## config.mk

```make
export PLATFORM = sky130hd
export DESIGN_NAME = rshc_top
export DESIGN_NICKNAME = d
export VERILOG_FILES = /design/src/rtl/rshc_pkg.sv /design/src/rtl/rshc_holdoff.sv /design/src/rtl/rshc_sticky.sv /design/src/rtl/rshc_top.sv
export SDC_FILE = /design/constraint.sdc
export NUM_CORES = 1
export LEC_CHECK = 0
export BUFFER_PORTS_ARGS = -buffer_cell sky130_fd_sc_hd__buf_2
export CORE_MARGIN = 2
export CORE_UTILIZATION = 33
export CTS_CLUSTER_SIZE = 14
export DETAILED_ROUTE_END_ITERATION = 10
export HOLD_SLACK_MARGIN = 0.1
export PLACE_DENSITY = 0.57
export SYNTH_ARGS = -nofsm -noshare
export SYNTH_HDL_FRONTEND = slang
export SYNTH_SLANG_ARGS = --single-unit
```

## constraint.sdc

```tcl
create_clock -name ref_clk_i -period 2.2 [get_ports ref_clk_i]
set_input_delay 0.11 -clock ref_clk_i [delete_from_list [all_inputs] [get_ports ref_clk_i]]
set_output_delay 0.11 -clock ref_clk_i [all_outputs]
set_load 0.005 [all_outputs]
```

## src/rtl/rshc_pkg.sv

```systemverilog
package rshc_pkg;

  // ==========================================================
  // Register offsets (byte addresses)
  // ==========================================================
  localparam int          AW          = 5;
  localparam logic [4:0]  OFS_CTRL    = 5'h00;
  localparam logic [4:0]  OFS_HOLDOFF = 5'h04;
  localparam logic [4:0]  OFS_PHASE_WINDOW_THRESHOLD = 5'h08;
  localparam logic [4:0]  OFS_STATUS  = 5'h0C;
  localparam logic [4:0]  OFS_LATCHED = 5'h10;
  localparam logic [4:0]  OFS_IE      = 5'h14;

  // ==========================================================
  // Control fields
  // ==========================================================
  localparam int          HO_EN_BIT   = 0;
  localparam int          MODE_LO     = 1;
  localparam int          MODE_HI     = 2;
  localparam int          SRC_BIT     = 3;
  localparam int          REGSEL_BIT  = 4;
  localparam int          REVERT_BIT  = 5;
  localparam int          FORCE_BIT   = 6;
  localparam int          PRIO_BIT    = 7;
  localparam int          CTRL_W      = 8;
  localparam logic [1:0]  MODE_AUTO_HOLD = 2'h3;
  localparam logic [7:0]  CTRL_RST    = 8'h40;

  // ==========================================================
  // Hold-off fields
  // ==========================================================
  localparam int          START_LO    = 0;
  localparam int          START_W     = 8;
  localparam int          PRE_LO      = 8;
  localparam int          PRE_W       = 20;
  localparam logic [7:0]  START_RST   = 8'h10;
  localparam logic [19:0] PRE_RST     = 20'h0000F;

  // ==========================================================
  // Lock threshold and status
  // ==========================================================
  localparam int          TH_W        = 15;
  localparam logic [14:0] TH_RST      = 15'h0100;
  localparam int          ST_W        = 7;
  localparam int          ST_VCXO     = 2;
  localparam int          ST_SYNTH    = 3;
  localparam logic [6:0]  IE_RST      = 7'h00;
  localparam logic [6:0]  LAT_MASK    = 7'h5F;

  // ==========================================================
  // Timing
  // ==========================================================
  localparam int          CLK_MHZ     = 200;

  typedef enum logic {
    RSHC_NORMAL,
    RSHC_HOLD
  } rshc_state_t;

  // Status word, bit 6 down to bit 0
  typedef struct packed {
    logic       ref_valid_now;
    logic       selected_input_status;
    logic       holdover_now_n;
    logic       synth_pll_locked_now_n;
    logic       vcxo_pll_locked_now_n;
    logic [1:0] input_active_now;
  } rshc_stat_t;

endpackage

```

## src/rtl/rshc_holdoff.sv

```systemverilog
`timescale 1ns/1ps
module rshc_holdoff #(
  parameter int PW = 20,
  parameter int CW = 8
) (
  input  wire logic          ref_clk_i,
  input  wire logic          resetn_i,
  input  wire logic          run_i,
  input  wire logic          tick_i,
  input  wire logic [PW-1:0] prescale_i,
  input  wire logic [CW-1:0] start_i,
  output logic               expire_o
);

  logic [PW-1:0] pre_q;
  logic [CW-1:0] cnt_q;
  logic          step;

  assign step     = run_i && tick_i && (pre_q == prescale_i);
  assign expire_o = step && (cnt_q <= CW'(1));

  // ==========================================================
  // Prescaler, idle unless run
  // ==========================================================
  always_ff @(posedge ref_clk_i or negedge resetn_i) begin
    if (!resetn_i) begin
      pre_q <= '0;
    end else if (!run_i || step) begin
      pre_q <= '0;
    end else if (tick_i) begin
      pre_q <= pre_q + PW'(1);
    end
  end

  // ==========================================================
  // Down-counter, expires on the step from one or zero and reloads start_i
  // ==========================================================
  always_ff @(posedge ref_clk_i or negedge resetn_i) begin
    if (!resetn_i) begin
      cnt_q <= '0;
    end else if (!run_i || expire_o) begin
      cnt_q <= start_i;
    end else if (step) begin
      cnt_q <= cnt_q - CW'(1);
    end
  end

endmodule

```

## src/rtl/rshc_sticky.sv

```systemverilog
`timescale 1ns/1ps
module rshc_sticky #(
  parameter int W = 7
) (
  input  wire logic         ref_clk_i,
  input  wire logic         resetn_i,
  input  wire logic [W-1:0] fault_i,
  input  wire logic [W-1:0] clr_i,
  output logic      [W-1:0] lat_o
);

  // ==========================================================
  // Latched fault bits, set wins over clear
  // ==========================================================
  for (genvar k = 0; k < W; k++) begin : g_bit
    always_ff @(posedge ref_clk_i or negedge resetn_i) begin
      if (!resetn_i) begin
        lat_o[k] <= 1'b0;
      end else if (fault_i[k]) begin
        lat_o[k] <= 1'b1;
      end else if (clr_i[k]) begin
        lat_o[k] <= 1'b0;
      end
    end
  end

endmodule

```

## src/rtl/rshc_top.sv

```systemverilog
`timescale 1ns/1ps
module rshc_top #(
  parameter int PRE_W = rshc_pkg::PRE_W
) (
  input  wire logic        ref_clk_i,
  input  wire logic        resetn_i,
  input  wire logic [4:0]  avs_address_i,
  input  wire logic        avs_read_i,
  input  wire logic        avs_write_i,
  input  wire logic [31:0] avs_writedata_i,
  input  wire logic [3:0]  avs_byteenable_i,
  output logic      [31:0] avs_readdata_o,
  output logic             avs_waitrequest_o,
  input  wire logic [1:0]  clk_active_i,
  input  wire logic        pin_ref_select_i,
  input  wire logic        vcxo_tick_i,
  input  wire logic [14:0] phase_diff_i,
  input  wire logic        synth_locked_i,
  output logic             ref_sel_o,
  output logic             holdover_o,
  output logic             vcxo_force_o,
  output logic             lock_o,
  output logic             irq_out_n_o
);

  // ==========================================================
  // Declarations
  // ==========================================================
  logic [rshc_pkg::CTRL_W-1:0]  ctrl_q;
  logic [rshc_pkg::START_W-1:0] start_q;
  logic [PRE_W-1:0]             pre_q;
  logic [rshc_pkg::TH_W-1:0]    th_q;
  logic [rshc_pkg::ST_W-1:0]    ie_q;
  logic [rshc_pkg::ST_W-1:0]    lat_q;
  logic [rshc_pkg::ST_W-1:0]    fault;
  logic [rshc_pkg::ST_W-1:0]    clr;
  logic [31:0]                  rdata_q;
  logic                         wait_q;
  logic                         wr_fire;
  rshc_pkg::rshc_stat_t         stat_q;
  rshc_pkg::rshc_state_t        st_q;
  rshc_pkg::rshc_state_t        st_d;
  logic                         sel_q;
  logic                         sel_d;
  logic                         route_q;
  logic                         route_d;
  logic                         auto_mode;
  logic                         manual_hold;
  logic                         req_sel;
  logic                         prio;
  logic                         revert;
  logic                         los_evt;
  logic                         expire;
  logic                         hold_run;
  logic                         vcxo_lol;
  logic                         irq_src;
  logic                         ref_valid_d;

  function automatic logic [31:0] be_merge(input logic [31:0] old,
                                           input logic [31:0] wd,
                                           input logic [3:0]  be);
    logic [31:0] r;
    r = old;
    for (int b = 0; b < 4; b++) begin
      if (be[b]) begin
        r[8*b +: 8] = wd[8*b +: 8];
      end
    end
    return r;
  endfunction

  // ==========================================================
  // Avalon slave handshake, one wait state
  // ==========================================================
  assign wr_fire = avs_write_i && !wait_q;

  always_ff @(posedge ref_clk_i or negedge resetn_i) begin
    if (!resetn_i) begin
      wait_q <= 1'b1;
    end else if ((avs_read_i || avs_write_i) && wait_q) begin
      wait_q <= 1'b0;
    end else begin
      wait_q <= 1'b1;
    end
  end

  always_ff @(posedge ref_clk_i or negedge resetn_i) begin
    if (!resetn_i) begin
      rdata_q <= 32'h0000_0000;
    end else if (avs_read_i && wait_q) begin
      case (avs_address_i)
        rshc_pkg::OFS_CTRL:    rdata_q <= 32'(ctrl_q);
        rshc_pkg::OFS_HOLDOFF: rdata_q <= 32'({pre_q, start_q});
        rshc_pkg::OFS_PHASE_WINDOW_THRESHOLD: rdata_q <= 32'(th_q);
        rshc_pkg::OFS_STATUS:  rdata_q <= 32'(stat_q);
        rshc_pkg::OFS_LATCHED:
          rdata_q <= 32'(~lat_q & rshc_pkg::LAT_MASK);
        rshc_pkg::OFS_IE:      rdata_q <= 32'(ie_q);
        default:               rdata_q <= 32'h0000_0000;
      endcase
    end
  end

  assign avs_readdata_o    = rdata_q;
  assign avs_waitrequest_o = wait_q;

  // ==========================================================
  // Configuration registers
  // ==========================================================
  always_ff @(posedge ref_clk_i or negedge resetn_i) begin
    if (!resetn_i) begin
      ctrl_q <= rshc_pkg::CTRL_RST;
    end else if (wr_fire && avs_address_i == rshc_pkg::OFS_CTRL) begin
      ctrl_q <= 8'(be_merge(32'(ctrl_q), avs_writedata_i,
                            avs_byteenable_i));
    end
  end

  always_ff @(posedge ref_clk_i or negedge resetn_i) begin
    if (!resetn_i) begin
      start_q <= rshc_pkg::START_RST;
      pre_q   <= PRE_W'(rshc_pkg::PRE_RST);
    end else if (wr_fire && avs_address_i == rshc_pkg::OFS_HOLDOFF) begin
      {pre_q, start_q} <= (PRE_W+8)'(be_merge(32'({pre_q, start_q}),
        avs_writedata_i, avs_byteenable_i));
    end
  end

  always_ff @(posedge ref_clk_i or negedge resetn_i) begin
    if (!resetn_i) begin
      th_q <= rshc_pkg::TH_RST;
    end else if (wr_fire && avs_address_i == rshc_pkg::OFS_PHASE_WINDOW_THRESHOLD) begin
      th_q <= 15'(be_merge(32'(th_q), avs_writedata_i,
                           avs_byteenable_i));
    end
  end

  always_ff @(posedge ref_clk_i or negedge resetn_i) begin
    if (!resetn_i) begin
      ie_q <= rshc_pkg::IE_RST;
    end else if (wr_fire && avs_address_i == rshc_pkg::OFS_IE) begin
      ie_q <= 7'(be_merge(32'(ie_q), avs_writedata_i,
                          avs_byteenable_i));
    end
  end

  // ==========================================================
  // Mode decode
  // ==========================================================
  assign auto_mode   = ctrl_q[rshc_pkg::HO_EN_BIT] &&
    ctrl_q[rshc_pkg::MODE_HI:rshc_pkg::MODE_LO] ==
    rshc_pkg::MODE_AUTO_HOLD;
  assign manual_hold = !ctrl_q[rshc_pkg::HO_EN_BIT];
  assign req_sel     = ctrl_q[rshc_pkg::SRC_BIT] ?
    ctrl_q[rshc_pkg::REGSEL_BIT] : pin_ref_select_i;
  assign prio        = ctrl_q[rshc_pkg::PRIO_BIT];
  assign revert      = ctrl_q[rshc_pkg::REVERT_BIT];
  assign los_evt     = !clk_active_i[route_q] && !lat_q[route_q];
  assign hold_run    = (st_q == rshc_pkg::RSHC_HOLD);

  rshc_holdoff #(
    .PW (PRE_W),
    .CW (rshc_pkg::START_W)
  ) u_holdoff (
    .ref_clk_i  (ref_clk_i),
    .resetn_i   (resetn_i),
    .run_i      (hold_run),
    .tick_i     (vcxo_tick_i),
    .prescale_i (pre_q),
    .start_i    (start_q),
    .expire_o   (expire)
  );

  // ==========================================================
  // Selection state machine
  // ==========================================================
  always_comb begin
    st_d    = st_q;
    sel_d   = sel_q;
    route_d = route_q;
    case (st_q)
      rshc_pkg::RSHC_NORMAL: begin
        if (manual_hold) begin
          if (req_sel != sel_q) begin
            sel_d = req_sel;
            st_d  = rshc_pkg::RSHC_HOLD;
          end
        end else if (auto_mode) begin
          if (los_evt) begin
            st_d = rshc_pkg::RSHC_HOLD;
          end else if (revert && route_q != prio &&
                       clk_active_i[prio]) begin
            route_d = prio;
            sel_d   = prio;
          end
        end else begin
          sel_d   = req_sel;
          route_d = req_sel;
        end
      end
      rshc_pkg::RSHC_HOLD: begin
        if (manual_hold) begin
          sel_d = req_sel;
          if (expire) begin
            route_d = req_sel;
            st_d    = rshc_pkg::RSHC_NORMAL;
          end
        end else if (auto_mode) begin
          if (expire) begin
            if (clk_active_i[route_q]) begin
              st_d = rshc_pkg::RSHC_NORMAL;
            end else if (clk_active_i[!route_q]) begin
              route_d = !route_q;
              sel_d   = !route_q;
              st_d    = rshc_pkg::RSHC_NORMAL;
            end
          end
        end else begin
          st_d = rshc_pkg::RSHC_NORMAL;
        end
      end
      default: st_d = rshc_pkg::RSHC_NORMAL;
    endcase
  end

  always_ff @(posedge ref_clk_i or negedge resetn_i) begin
    if (!resetn_i) begin
      st_q    <= rshc_pkg::RSHC_NORMAL;
      sel_q   <= 1'b0;
      route_q <= 1'b0;
    end else begin
      st_q    <= st_d;
      sel_q   <= sel_d;
      route_q <= route_d;
    end
  end

  always_ff @(posedge ref_clk_i or negedge resetn_i) begin
    if (!resetn_i) begin
      ref_sel_o  <= 1'b0;
      holdover_o <= 1'b0;
    end else begin
      ref_sel_o  <= route_d;
      holdover_o <= (st_d == rshc_pkg::RSHC_HOLD);
    end
  end

  // ==========================================================
  // Momentary status
  // ==========================================================
  assign vcxo_lol = !ctrl_q[rshc_pkg::FORCE_BIT] &&
                    (phase_diff_i > th_q);
  assign ref_valid_d = auto_mode ? (st_d != rshc_pkg::RSHC_HOLD) :
                       clk_active_i[sel_d];

  always_ff @(posedge ref_clk_i or negedge resetn_i) begin
    if (!resetn_i) begin
      stat_q <= '{ref_valid_now: 1'b0, selected_input_status: 1'b0,
                  holdover_now_n: 1'b1, synth_pll_locked_now_n: 1'b0,
                  vcxo_pll_locked_now_n: 1'b0, input_active_now: 2'h0};
    end else begin
      stat_q.input_active_now       <= clk_active_i;
      stat_q.vcxo_pll_locked_now_n  <= !vcxo_lol;
      stat_q.synth_pll_locked_now_n <= synth_locked_i;
      stat_q.holdover_now_n         <= (st_d != rshc_pkg::RSHC_HOLD);
      stat_q.selected_input_status  <= sel_d;
      stat_q.ref_valid_now          <= ref_valid_d;
    end
  end

  // ==========================================================
  // Latched status, lock and interrupt pins
  // ==========================================================
  assign fault = {!stat_q.ref_valid_now, 1'b0, !stat_q.holdover_now_n,
                  !stat_q.synth_pll_locked_now_n,
                  !stat_q.vcxo_pll_locked_now_n,
                  ~stat_q.input_active_now};
  assign clr   = (wr_fire && avs_address_i == rshc_pkg::OFS_LATCHED &&
                  avs_byteenable_i[0]) ?
                 avs_writedata_i[rshc_pkg::ST_W-1:0] :
                 rshc_pkg::IE_RST;

  rshc_sticky #(
    .W (rshc_pkg::ST_W)
  ) u_sticky (
    .ref_clk_i (ref_clk_i),
    .resetn_i  (resetn_i),
    .fault_i   (fault),
    .clr_i     (clr),
    .lat_o     (lat_q)
  );

  assign irq_src = |(lat_q & ie_q);

  always_ff @(posedge ref_clk_i or negedge resetn_i) begin
    if (!resetn_i) begin
      lock_o       <= 1'b0;
      irq_out_n_o  <= 1'b1;
      vcxo_force_o <= 1'b1;
    end else begin
      lock_o       <= !lat_q[rshc_pkg::ST_VCXO] &&
                      !lat_q[rshc_pkg::ST_SYNTH];
      irq_out_n_o  <= !irq_src;
      vcxo_force_o <= ctrl_q[rshc_pkg::FORCE_BIT];
    end
  end
endmodule
```

==> results.toml, run 1 <==
[worst_setup_path]
cp_num_buf_inv = 3
worstSetupEndpointType = "flop"
slowest_stage = "dfrtp_1"
cp-endpoint = "u_holdoff.cnt_q[0]"
arrival_ns = 2.51
rr_endpoint = "u_holdoff.cnt_q[0]"
critPathMaxStageDelay_ns = 0.40
crit_cells = 9
path_cells = "xor2_1 -> nor4_2 -> buf_4 -> nand4_1 -> buf_6 -> o31ai_4 -> buf_12 -> nor3_1 -> a221o_2"
crit_start = "pre_q[19]"
reg2reg_depth = 9
cp_top_family = "compound AO/OA/AOI/OAI gates"
rrSetupSlack_ns = -0.002
reg2reg_from = "pre_q[19]"
cp-start-kind = "flop"
worstPathMaxFanout = 12
path_class = "flop to flop"
critPathRequiredTime_ns = 2.51

[global_route]
first_global_vias = 5339
grt_max_degree = 69
grt_overflow = 0
grtUsageTotal_pct = 17.40
grt_first_pass_wirelength_um = 29040
antenna_found_initial = 0

[die]
die_h_um = 145.9
core_area_mm2 = 0.01959
die_x_um = 145.9
die-area_mm2 = 0.02130
ioPinCount = 103
fp-row-count = 51
start_util_pct = 33.93

[sta]
max_slew_margin_pct = 56.12
tightest_slew_ns = 0.6582
finalCriticalPeriod_ns = 2.202
hold_slack_ns = 0.1173
finalSetupViolations = 1
hold_viol = 0
fin_crit_sh_pct = 100.1
max_freq_ghz = 0.4542
worst_slack_ns = -0.001715
skew_ns = 0.007953
drv_slew = 0
grt_setup_unrepaired = "true"

[placement]
io_buffer_count = 94
placed_cells = 1021
placed_cell_area_mm2 = 0.007672
globalplace.congestion = 0.7876
hpwl_um = 13160

[route]
firstDrtPassIters = 5
drc = 0
antenna_left = 0
routed_wl_um = 17950
wl_per_cell_um = 16.48
vias = 5339
drt-vias-per-instance = 4.903
first_iter_violations = 326

[cells_and_area]
final_cell_mix = "dfrtp_1 (122), nand2_1 (97), buf_2 (93)"
diodes = 0
layout-drive-gt1-share_pct = 28.88
syn_to_final_growth_pct = 32.11
layout.cells.non_filler = 1089
nets = 897
finish.instance_area_mm2 = 0.008782
finish.utilization_pct = 44.83
fill_cells = 1913
final_common_cell = "dfrtp_1"

[clock_tree]
cts_setup_buffers = 0
numClockSinks = 133
cts_buffer_depth = 2
cts_made_buffers = 17
cts-root-buf = "clkbuf_16"
clk_latency_ns = 0.42
cts_tree = "done"
clk_pin_slew_worst_paths_ns = 0.06
htreeDepth = 4

[logic_synthesis]
synth_area_mm2 = 0.006648
ys_seq_area_share_pct = 50.27
avgSynthCellArea_um2 = 10.23
synth_seq_cells = 133
synth_edf_count = 0
synth_cell_types = 59
yosysWarnings = 0
synth_ff_type = "dfrtp_1"
synth-async-reset-ratio_pct = 100.0
synthCells = 650

[run_status]
status = "complete, but fails checks"
violations = "negative setup slack"

[worst_hold_path]
min_path_type = "input port to flop"

[pwr]
ir_worst_vdd_mv = 0.7630
power_mw = 8.120
power_density_mw_per_mm2 = 924.6
leakage_nw = 4.268

[flow_run]
maxCapViolCount = 0
==> worst min-delay path: stages <==
cell,delay (ns)
buf_2,0.09
nor3_1,0.05
buf_4,0.14
nand2_1,0.05
o21ai_0,0.06
==> stage by stage <==
step	setup WS, ns	setup TNS, ns
2_1_floorplan	0.08331	0
5_1_grt	-0.1318	-0.8531
6_report	-0.001715	-0.001715
4_1_cts	-0.007806	-0.007806
3_3_place_gp	0.02265	0
3_5_place_dp	-0.03876	-0.05372
==> per-layer routing <==
metal / track usage, % / wire length, µm / up-vias
met5: 0 / 0 / -
met3: 4.075 / 721 / 20
met2: 28.61 / 8736 / 108
met4: 5.000 / 273 / 0
met1: 22.97 / 8216 / 2589
li1: - / - / 2622
==> cell usage after synthesis, types with 5 or more instances <==
library cell,n,share of area (%)
dfrtp_1,122,46
nand2_1,97,5.5
o21ai_0,54,4.1
mux2_2,43,7.3
nor2_1,39,2.2
inv_1,27,1.5
xor2_1,26,3.4
clkbuf_1,21,1.2
ha_1,20,3.8
and3_1,18,1.7
a21oi_1,16,1.2
nand3_1,13,0.98
xnor2_1,13,1.7
a22oi_1,12,1.4
dfstp_2,11,4.3
nor3_1,9,0.68
mux2i_1,8,1.2
o2bb2ai_1,8,1.1
a21o_1,7,0.79
a221o_1,7,1.1
a221oi_1,7,0.92
nand4_1,7,0.66
nor4_1,6,0.56
o21a_1,5,0.56
==> registers in the layout (all words and copies together), names as in the netlist, 6 cells and up <==
register and flops:
u_holdoff.cnt_q 8, th_q 15, avs_readdata_o 28, start_q 8, ie_q 7, u_holdoff.pre_q 20
pre_q 20, ctrl_q 8, u_sticky.lat_o 6, stat_q 7
==> logic make-up (layout without fill, tap and decap cells) <==
logic type	Yosys count	count (layout)	synth area share, %
other cells	1	4	0.05641
flops	133	133	50.27
xor+xnor	39	39	5.138
buf+inv	58	229	3.765
mux	51	51	8.489
fa+ha+maj	20	20	3.764
compound gates	133	133	13.42
simple gates	215	215	15.10
==> power by group <==
group          leakage (nW)  switching (mW)  internal [mW]
sequential             1.67           0.272           2.74
combinational          2.27           0.940          0.843
clock                 0.330            1.09           2.23
==> worst min path at each step <==
stage	endpoint	slack, ns	from	depth (start not counted)
after floorplan	avs_readdata_o[0]	-0.19	resetn_i	0
after global placement	avs_readdata_o[13]	0.17	resetn_i	1
after detailed placement	avs_readdata_o[11]	0.17	resetn_i	1
after CTS	avs_readdata_o[7]	0.11	avs_address_i[0]	5
after global routing	avs_readdata_o[7]	0.13	avs_address_i[0]	5
final	avs_readdata_o[7]	0.12	avs_address_i[0]	5
==> timing repair <==
action | in CTS | in global routing
hold buffers | 37 | 0
hold endpoints to repair | 135 | 0
pin swaps | 1 | 0
setup endpoints to repair | 6 | 14
gates resized for setup | 1 | 11
==> cell type report <==
type | instances | area (µm²) | share of cell area, %
tap | 265 | 331.6 | 3.775
sequential | 133 | 3342 | 38.05
clock buffer | 18 | 429.2 | 4.887
timing repair buffer | 171 | 1201 | 13.68
multi-input combinational | 462 | 3123 | 35.56
clock inverter | 13 | 254.0 | 2.892
inverter | 27 | 101.3 | 1.154
Power figures use the tool's default switching activity.
==> inputs of run 2 (changes only) <==
--- a/config.mk
+++ b/config.mk
@@ -15,3 +15,4 @@
 export SYNTH_ARGS = -nofsm -noshare
 export SYNTH_HDL_FRONTEND = slang
 export SYNTH_SLANG_ARGS = --single-unit
+export TNS_END_PERCENT = 20
==> results.toml, run 2 (synthesized netlist as in run 1, its figures left out) <==
[pwr]
ir_worst_vdd_mv = 0.7643
swShare_pct = 28.22
p_comb_share_pct = 21.9
p_int_mw = 5.818
power.share.clock_pct = 41.0
p_switching_mw = 2.288
power_density_mw_per_mm2 = 924.8
leakage_nw = 4.266
p_seq_share_pct = 37.2

[placement]
hpwl_um = 13160
io_buffer_count = 94
globalplace.congestion = 0.7876
placed_cells = 1021
placed_cell_area_mm2 = 0.007672

[cells_and_area]
finish.instance_area_mm2 = 0.008766
largest_reg_flops = 28
layout.cells.non_filler = 1089
nets = 897
final_cell_mix = "dfrtp_1 (122), nand2_1 (97), buf_2 (93)"
finish.utilization_pct = 44.75
syn_to_final_growth_pct = 31.87
fill_cells = 1915
layout-drive-gt1-share_pct = 28.76
final_common_cell = "dfrtp_1"
diodes = 0

[sta]
grt_setup_unrepaired = "true"
finalSetupViolations = 1
skew_ns = 0.009401
tightest_slew_ns = 0.6601
worst_slack_ns = -0.001351
hold_slack_ns = 0.1215
fin_crit_sh_pct = 100.1
finalCriticalPeriod_ns = 2.201
hold_viol = 0
drv_slew = 0
max_slew_margin_pct = 55.99
max_freq_ghz = 0.4543

[worst_setup_path]
reg2reg_depth = 9
rr_endpoint = "u_holdoff.cnt_q[0]"
path_cells = "xor2_1 -> nor4_2 -> buf_4 -> nand4_1 -> buf_6 -> o31ai_4 -> buf_12 -> nor3_1 -> a221o_2"
reg2reg_from = "u_holdoff.pre_q[19]"
cp_num_buf_inv = 3
cp-start-kind = "flop"
path_class = "flop to flop"
critPathMaxStageDelay_ns = 0.40
critPathRequiredTime_ns = 2.51
worstPathMaxFanout = 12
cp_top_family = "compound AO/OA/AOI/OAI gates"
rrSetupSlack_ns = -0.001
slowest_stage = "dfrtp_1"
worstSetupEndpointType = "flop"
arrival_ns = 2.51

[worst_hold_path]
hp-start = "avs_address_i[0]"
whs_path_depth = 5
holdPathEnd = "avs_readdata_o[7]"
min_path_type = "input port to flop"

[route]
drt-vias-per-instance = 4.895
vias = 5331
drc = 0
firstDrtPassIters = 4
first_iter_violations = 299
wl_per_cell_um = 16.43
antenna_left = 0
routed_wl_um = 17890

[die]
die_h_um = 145.9
core_area_mm2 = 0.01959
die_x_um = 145.9
fp-row-count = 51
start_util_pct = 33.93
die-area_mm2 = 0.02130
ioPinCount = 103

[global_route]
grt_max_degree = 69
first_global_vias = 5339
grt_overflow = 0
grtUsageTotal_pct = 17.40
grt_first_pass_wirelength_um = 29040
antenna_found_initial = 0

[run_status]
violations = "negative setup slack"
status = "complete, but fails checks"

[clock_tree]
cts_made_buffers = 17
cts_buffer_depth = 2
clk_pin_slew_worst_paths_ns = 0.06
clk_latency_ns = 0.42
cts_setup_buffers = 0
htreeDepth = 4
numClockSinks = 133
cts-root-buf = "clkbuf_16"
cts_tree = "done"

[flow_run]
maxCapViolCount = 0
run 2: cell counts in the layout (fill, tap and decap cells not counted):
No cell type changed its count.
run 2: per-stage QoR:
step | power, mW | worst slack [ns] | TNS, ns
after floorplan | 4.026 | 0.08331 | 0
after global placement | 4.715 | 0.02265 | 0
after detailed placement | 4.748 | -0.03876 | -0.05372
after CTS | 8.145 | -0.007806 | -0.007806
after global routing | 8.521 | -0.1287 | -0.8732
final | 8.106 | -0.001351 | -0.001351
run 2: area by class of cell:
type / count / area, µm² / area share, %
Sequential cell: 133 / 3342 / 38.12
Multi-Input combinational cell: 462 / 3107 / 35.44
Timing Repair Buffer: 171 / 1201 / 13.70
Clock buffer: 18 / 429.2 / 4.896
Tap cell: 265 / 331.6 / 3.782
Clock inverter: 13 / 254.0 / 2.898
Inverter: 27 / 101.3 / 1.156
run 2: per-layer routing:
metal	vias up	share of wire, %	GRT usage, %
met5	-	0	0
met4	0	1.3	5.000
met3	18	3.5	4.075
met2	112	49	28.61
met1	2582	46	22.97
li1	2619	-	-
run 2: what timing repair did:
action                                 CTS  global route
endpoints found under the hold margin  135             0
pin swaps                                1             4
gates resized for setup                  1             9
setup endpoints to repair                6            14
hold buffers                            37             0
run 2: how the worst max path moves through the flow:
stage                        startpoint            endpoint  slack [ns]  depth (start not counted)
floorplan            u_holdoff.cnt_q[2]  u_holdoff.cnt_q[5]        0.08                          8
global placement               pre_q[1]  u_holdoff.cnt_q[0]        0.02                          8
detailed placement            pre_q[19]  u_holdoff.cnt_q[0]       -0.04                          9
CTS                           pre_q[19]  u_holdoff.cnt_q[0]      -0.008                          9
global route        u_holdoff.pre_q[19]  u_holdoff.cnt_q[7]       -0.13                          9
finish              u_holdoff.pre_q[19]  u_holdoff.cnt_q[0]      -0.001                          9
run 2: tightest hold or removal path: cells and delay by family:
kind / cells / cell delay [ns]
buffers and inverters: 2 / 0.23
AND/OR/NAND/NOR: 2 / 0.10
AO/OA/AOI/OAI: 1 / 0.06
run 2: power by group through the flow:
stage | Clock, mW | Sequential [mW] | Combinational (mW)
detailed placement | 0 | 3.05 | 1.70
global placement | 0 | 3.04 | 1.67
CTS | 3.37 | 3.01 | 1.76
finish | 3.32 | 3.01 | 1.77
floorplan | 0 | 2.97 | 1.06
global route | 3.48 | 3.05 | 1.99
==> inputs of run 3 (changes only) <==
--- a/config.mk
+++ b/config.mk
@@ -5,6 +5,7 @@
 export SDC_FILE = /design/constraint.sdc
 export NUM_CORES = 1
 export LEC_CHECK = 0
+export ABC_AREA = 1
 export BUFFER_PORTS_ARGS = -buffer_cell sky130_fd_sc_hd__buf_2
 export CORE_MARGIN = 2
 export CORE_UTILIZATION = 33
==> results.toml, run 3 <==
[logic_synthesis]
synth_top_cell_area_share_pct = 43.56
synthTopCellsByCount = "nand2_1 (217), dfrtp_1 (122), inv_1 (99), o21ai_0 (80), nor2_1 (70)"
synth_ff_type = "dfrtp_1"
synth_top_family_by_area = "simple AND/OR/NAND/NOR gates"
synth_area_leader_cell = "dfrtp_1"
synth-async-reset-ratio_pct = 100.0
synth_seq_cells = 133
synth_area_mm2 = 0.007008
synth_cell_types = 54
ys_seq_area_share_pct = 47.69
post-synth-top-count-cell = "nand2_1"
yosysWarnings = 0
synthCells = 856
synth_simple_gate_area_share_pct = 23.07
synth_mux_area_share_pct = 0
synth_xor_area_share_pct = 1.875
synth_fa_ha_area_share_pct = 3.571
avgSynthCellArea_um2 = 8.187
ys_top_cells_by_area = "dfrtp_1 (44%), nand2_1 (12%), o21ai_0 (5.7%)"
synth_edf_count = 0
synth_compound_area_share_pct = 15.50

[cells_and_area]
syn_to_final_growth_pct = 26.39
final_common_cell = "nand2_1"
final_cell_mix = "nand2_1 (217), dfrtp_1 (122), inv_1 (99)"
layout-drive-gt1-share_pct = 19.76
nets = 1089
diodes = 0
largest_reg_flops = 28

[global_route]
first_global_vias = 6068
antenna_found_initial = 0
grtUsageTotal_pct = 18.72
grt_first_pass_wirelength_um = 31800
grt_overflow = 0
grt_max_degree = 60

[die]
die_x_um = 149.7
core_area_mm2 = 0.02096
die-area_mm2 = 0.02242
fp-row-count = 53
start_util_pct = 33.44
ioPinCount = 103
die_h_um = 149.7

[route]
firstDrtPassIters = 7
first_iter_violations = 358
vias = 6198
antenna_left = 0
drt-vias-per-instance = 4.797
drc = 0
routed_wl_um = 19970
wl_per_cell_um = 15.46

[sta]
max_freq_ghz = 0.4900
skew_ns = 0.01023
tightest_slew_ns = 0.5839
finalSetupViolations = 0
fin_tns_setup_ns = 0
hold_viol = 0
drv_slew = 0
max_slew_margin_pct = 61.07
finalCriticalPeriod_ns = 2.041
fin_crit_sh_pct = 92.76
grt_setup_unrepaired = "false"

[clock_tree]
clk_latency_ns = 0.43
numClockSinks = 133
cts_made_buffers = 17
htreeDepth = 4
clk_pin_slew_worst_paths_ns = 0.06
cts_tree = "done"
cts_buffer_depth = 2
cts-root-buf = "clkbuf_16"

[flow_run]
maxCapViolCount = 0

[pwr]
power_density_mw_per_mm2 = 849.7
power_mw = 7.526
ir_worst_vdd_mv = 0.5214
leakage_nw = 4.184

[worst_setup_path]
rr_endpoint = "u_holdoff.cnt_q[1]"
worstSetupEndpointType = "flop"
rrSetupSlack_ns = 0.16
reg2reg_depth = 9
critPathRequiredTime_ns = 2.54
arrival_ns = 2.39
path_class = "flop to flop"
reg2reg_from = "u_holdoff.cnt_q[0]"
cp-start-kind = "flop"
worstPathMaxFanout = 5

[placement]
globalplace.congestion = 0.9094
io_buffer_count = 94
hpwl_um = 14780

[worst_hold_path]
whs_path_depth = 5
min_path_type = "input port to flop"
holdPathEnd = "stat_q[2]"
hp-start = "phase_diff_i[14]"

[run_status]
status = "completed"
==> run 3: changes by cell type after synthesis, sizes merged, moves of 19 or more <==
| cell | delta |
|---|---|
| a21oi | +30 |
| and3 | -19 |
| inv | +84 |
| mux2 | -43 |
| nand2 | +128 |
| nor2 | +39 |
| o21ai | +32 |
==> run 3: per-stage QoR <==
| step | util (%) | area (µm²) | std cells | worst slack (ns) | hold slack, ns |
|---|---|---|---|---|---|
| 2_1_floorplan | - | 7019 | 859 | 0.4887 | -0.1856 |
| 3_3_place_gp | 37.53 | 7865 | 1222 | 0.1935 | 0.1364 |
| 3_5_place_dp | 37.53 | 7865 | 1222 | 0.1771 | 0.1411 |
| 4_1_cts | 42.02 | 8806 | 1289 | 0.1819 | 0.1275 |
| 5_1_grt | 42.27 | 8857 | 1292 | 0.02575 | 0.1720 |
| 6_report | 42.27 | 8857 | 1292 | 0.1593 | 0.1395 |
==> run 3: how the worst max path moves through the flow <==
stage                             startpoint                 end  slack, ns  cells past startpoint
after floorplan                     pre_q[1]           ref_sel_o       0.49                     14
after global placement              pre_q[1]           ref_sel_o       0.19                     15
after detailed placement            pre_q[1]           ref_sel_o       0.18                     15
after CTS                          pre_q[14]           ref_sel_o       0.18                     12
after global routing                pre_q[1]           ref_sel_o       0.03                     15
final                     u_holdoff.cnt_q[0]  u_holdoff.cnt_q[1]       0.16                      9
==> run 3: area by class of cell <==
type                       instances  area (µm²)
multi-input combinational        589        3115
inverter                         112       422.9
clock inverter                     7       95.09
tap                              275       344.1
timing repair buffer             151        1042
clock buffer                      25       495.5
fill                            2139       12100
sequential                       133        3342
==> run 3: where the power goes <==
part           internal (mW)  total [mW]  switching, mW
Clock                   1.79        2.85           1.06
Combinational          0.675        1.64          0.966
Sequential              2.74        3.03          0.296
==> run 3: logic make-up (layout without fill, tap and decap cells) <==
kind of cell	Yosys count	after routing
DFF	133	133
AOI/OAI and AO/OA	185	185
adders and majority gates	20	20
other	1	4
xor gates and xnor gates	15	15
buffers and inverters	137	295
and+or+nand+nor	365	365
==> run 3: worst max-delay path: stages, from the launching register on <==
cell,delay (ns)
dfrtp_1,0.37
inv_1,0.08
ha_1,0.24
o21ai_0,0.38
nor4_4,0.08
nand2_2,0.16
nand2_8,0.09
buf_4,0.16
or2_2,0.27
a22oi_1,0.15
==> run 3: timing repair <==
item                                   CTS  global route
setup endpoints to repair                0             1
endpoints found under the hold margin  125             0
setup buffers                            0             3
gates resized for setup                  0             2
hold buffers                            35             0
==> run 3: routing by layer <==
| metal | up-vias | part of all wire (%) | global-route usage (%) |
|---|---|---|---|
| met5 | - | 0 | 0 |
| li1 | 3105 | - | - |
| met2 | 163 | 48 | 31.33 |
| met3 | 30 | 5.1 | 4.421 |
| met4 | 0 | 2.2 | 6.415 |
| met1 | 2900 | 45 | 23.78 |
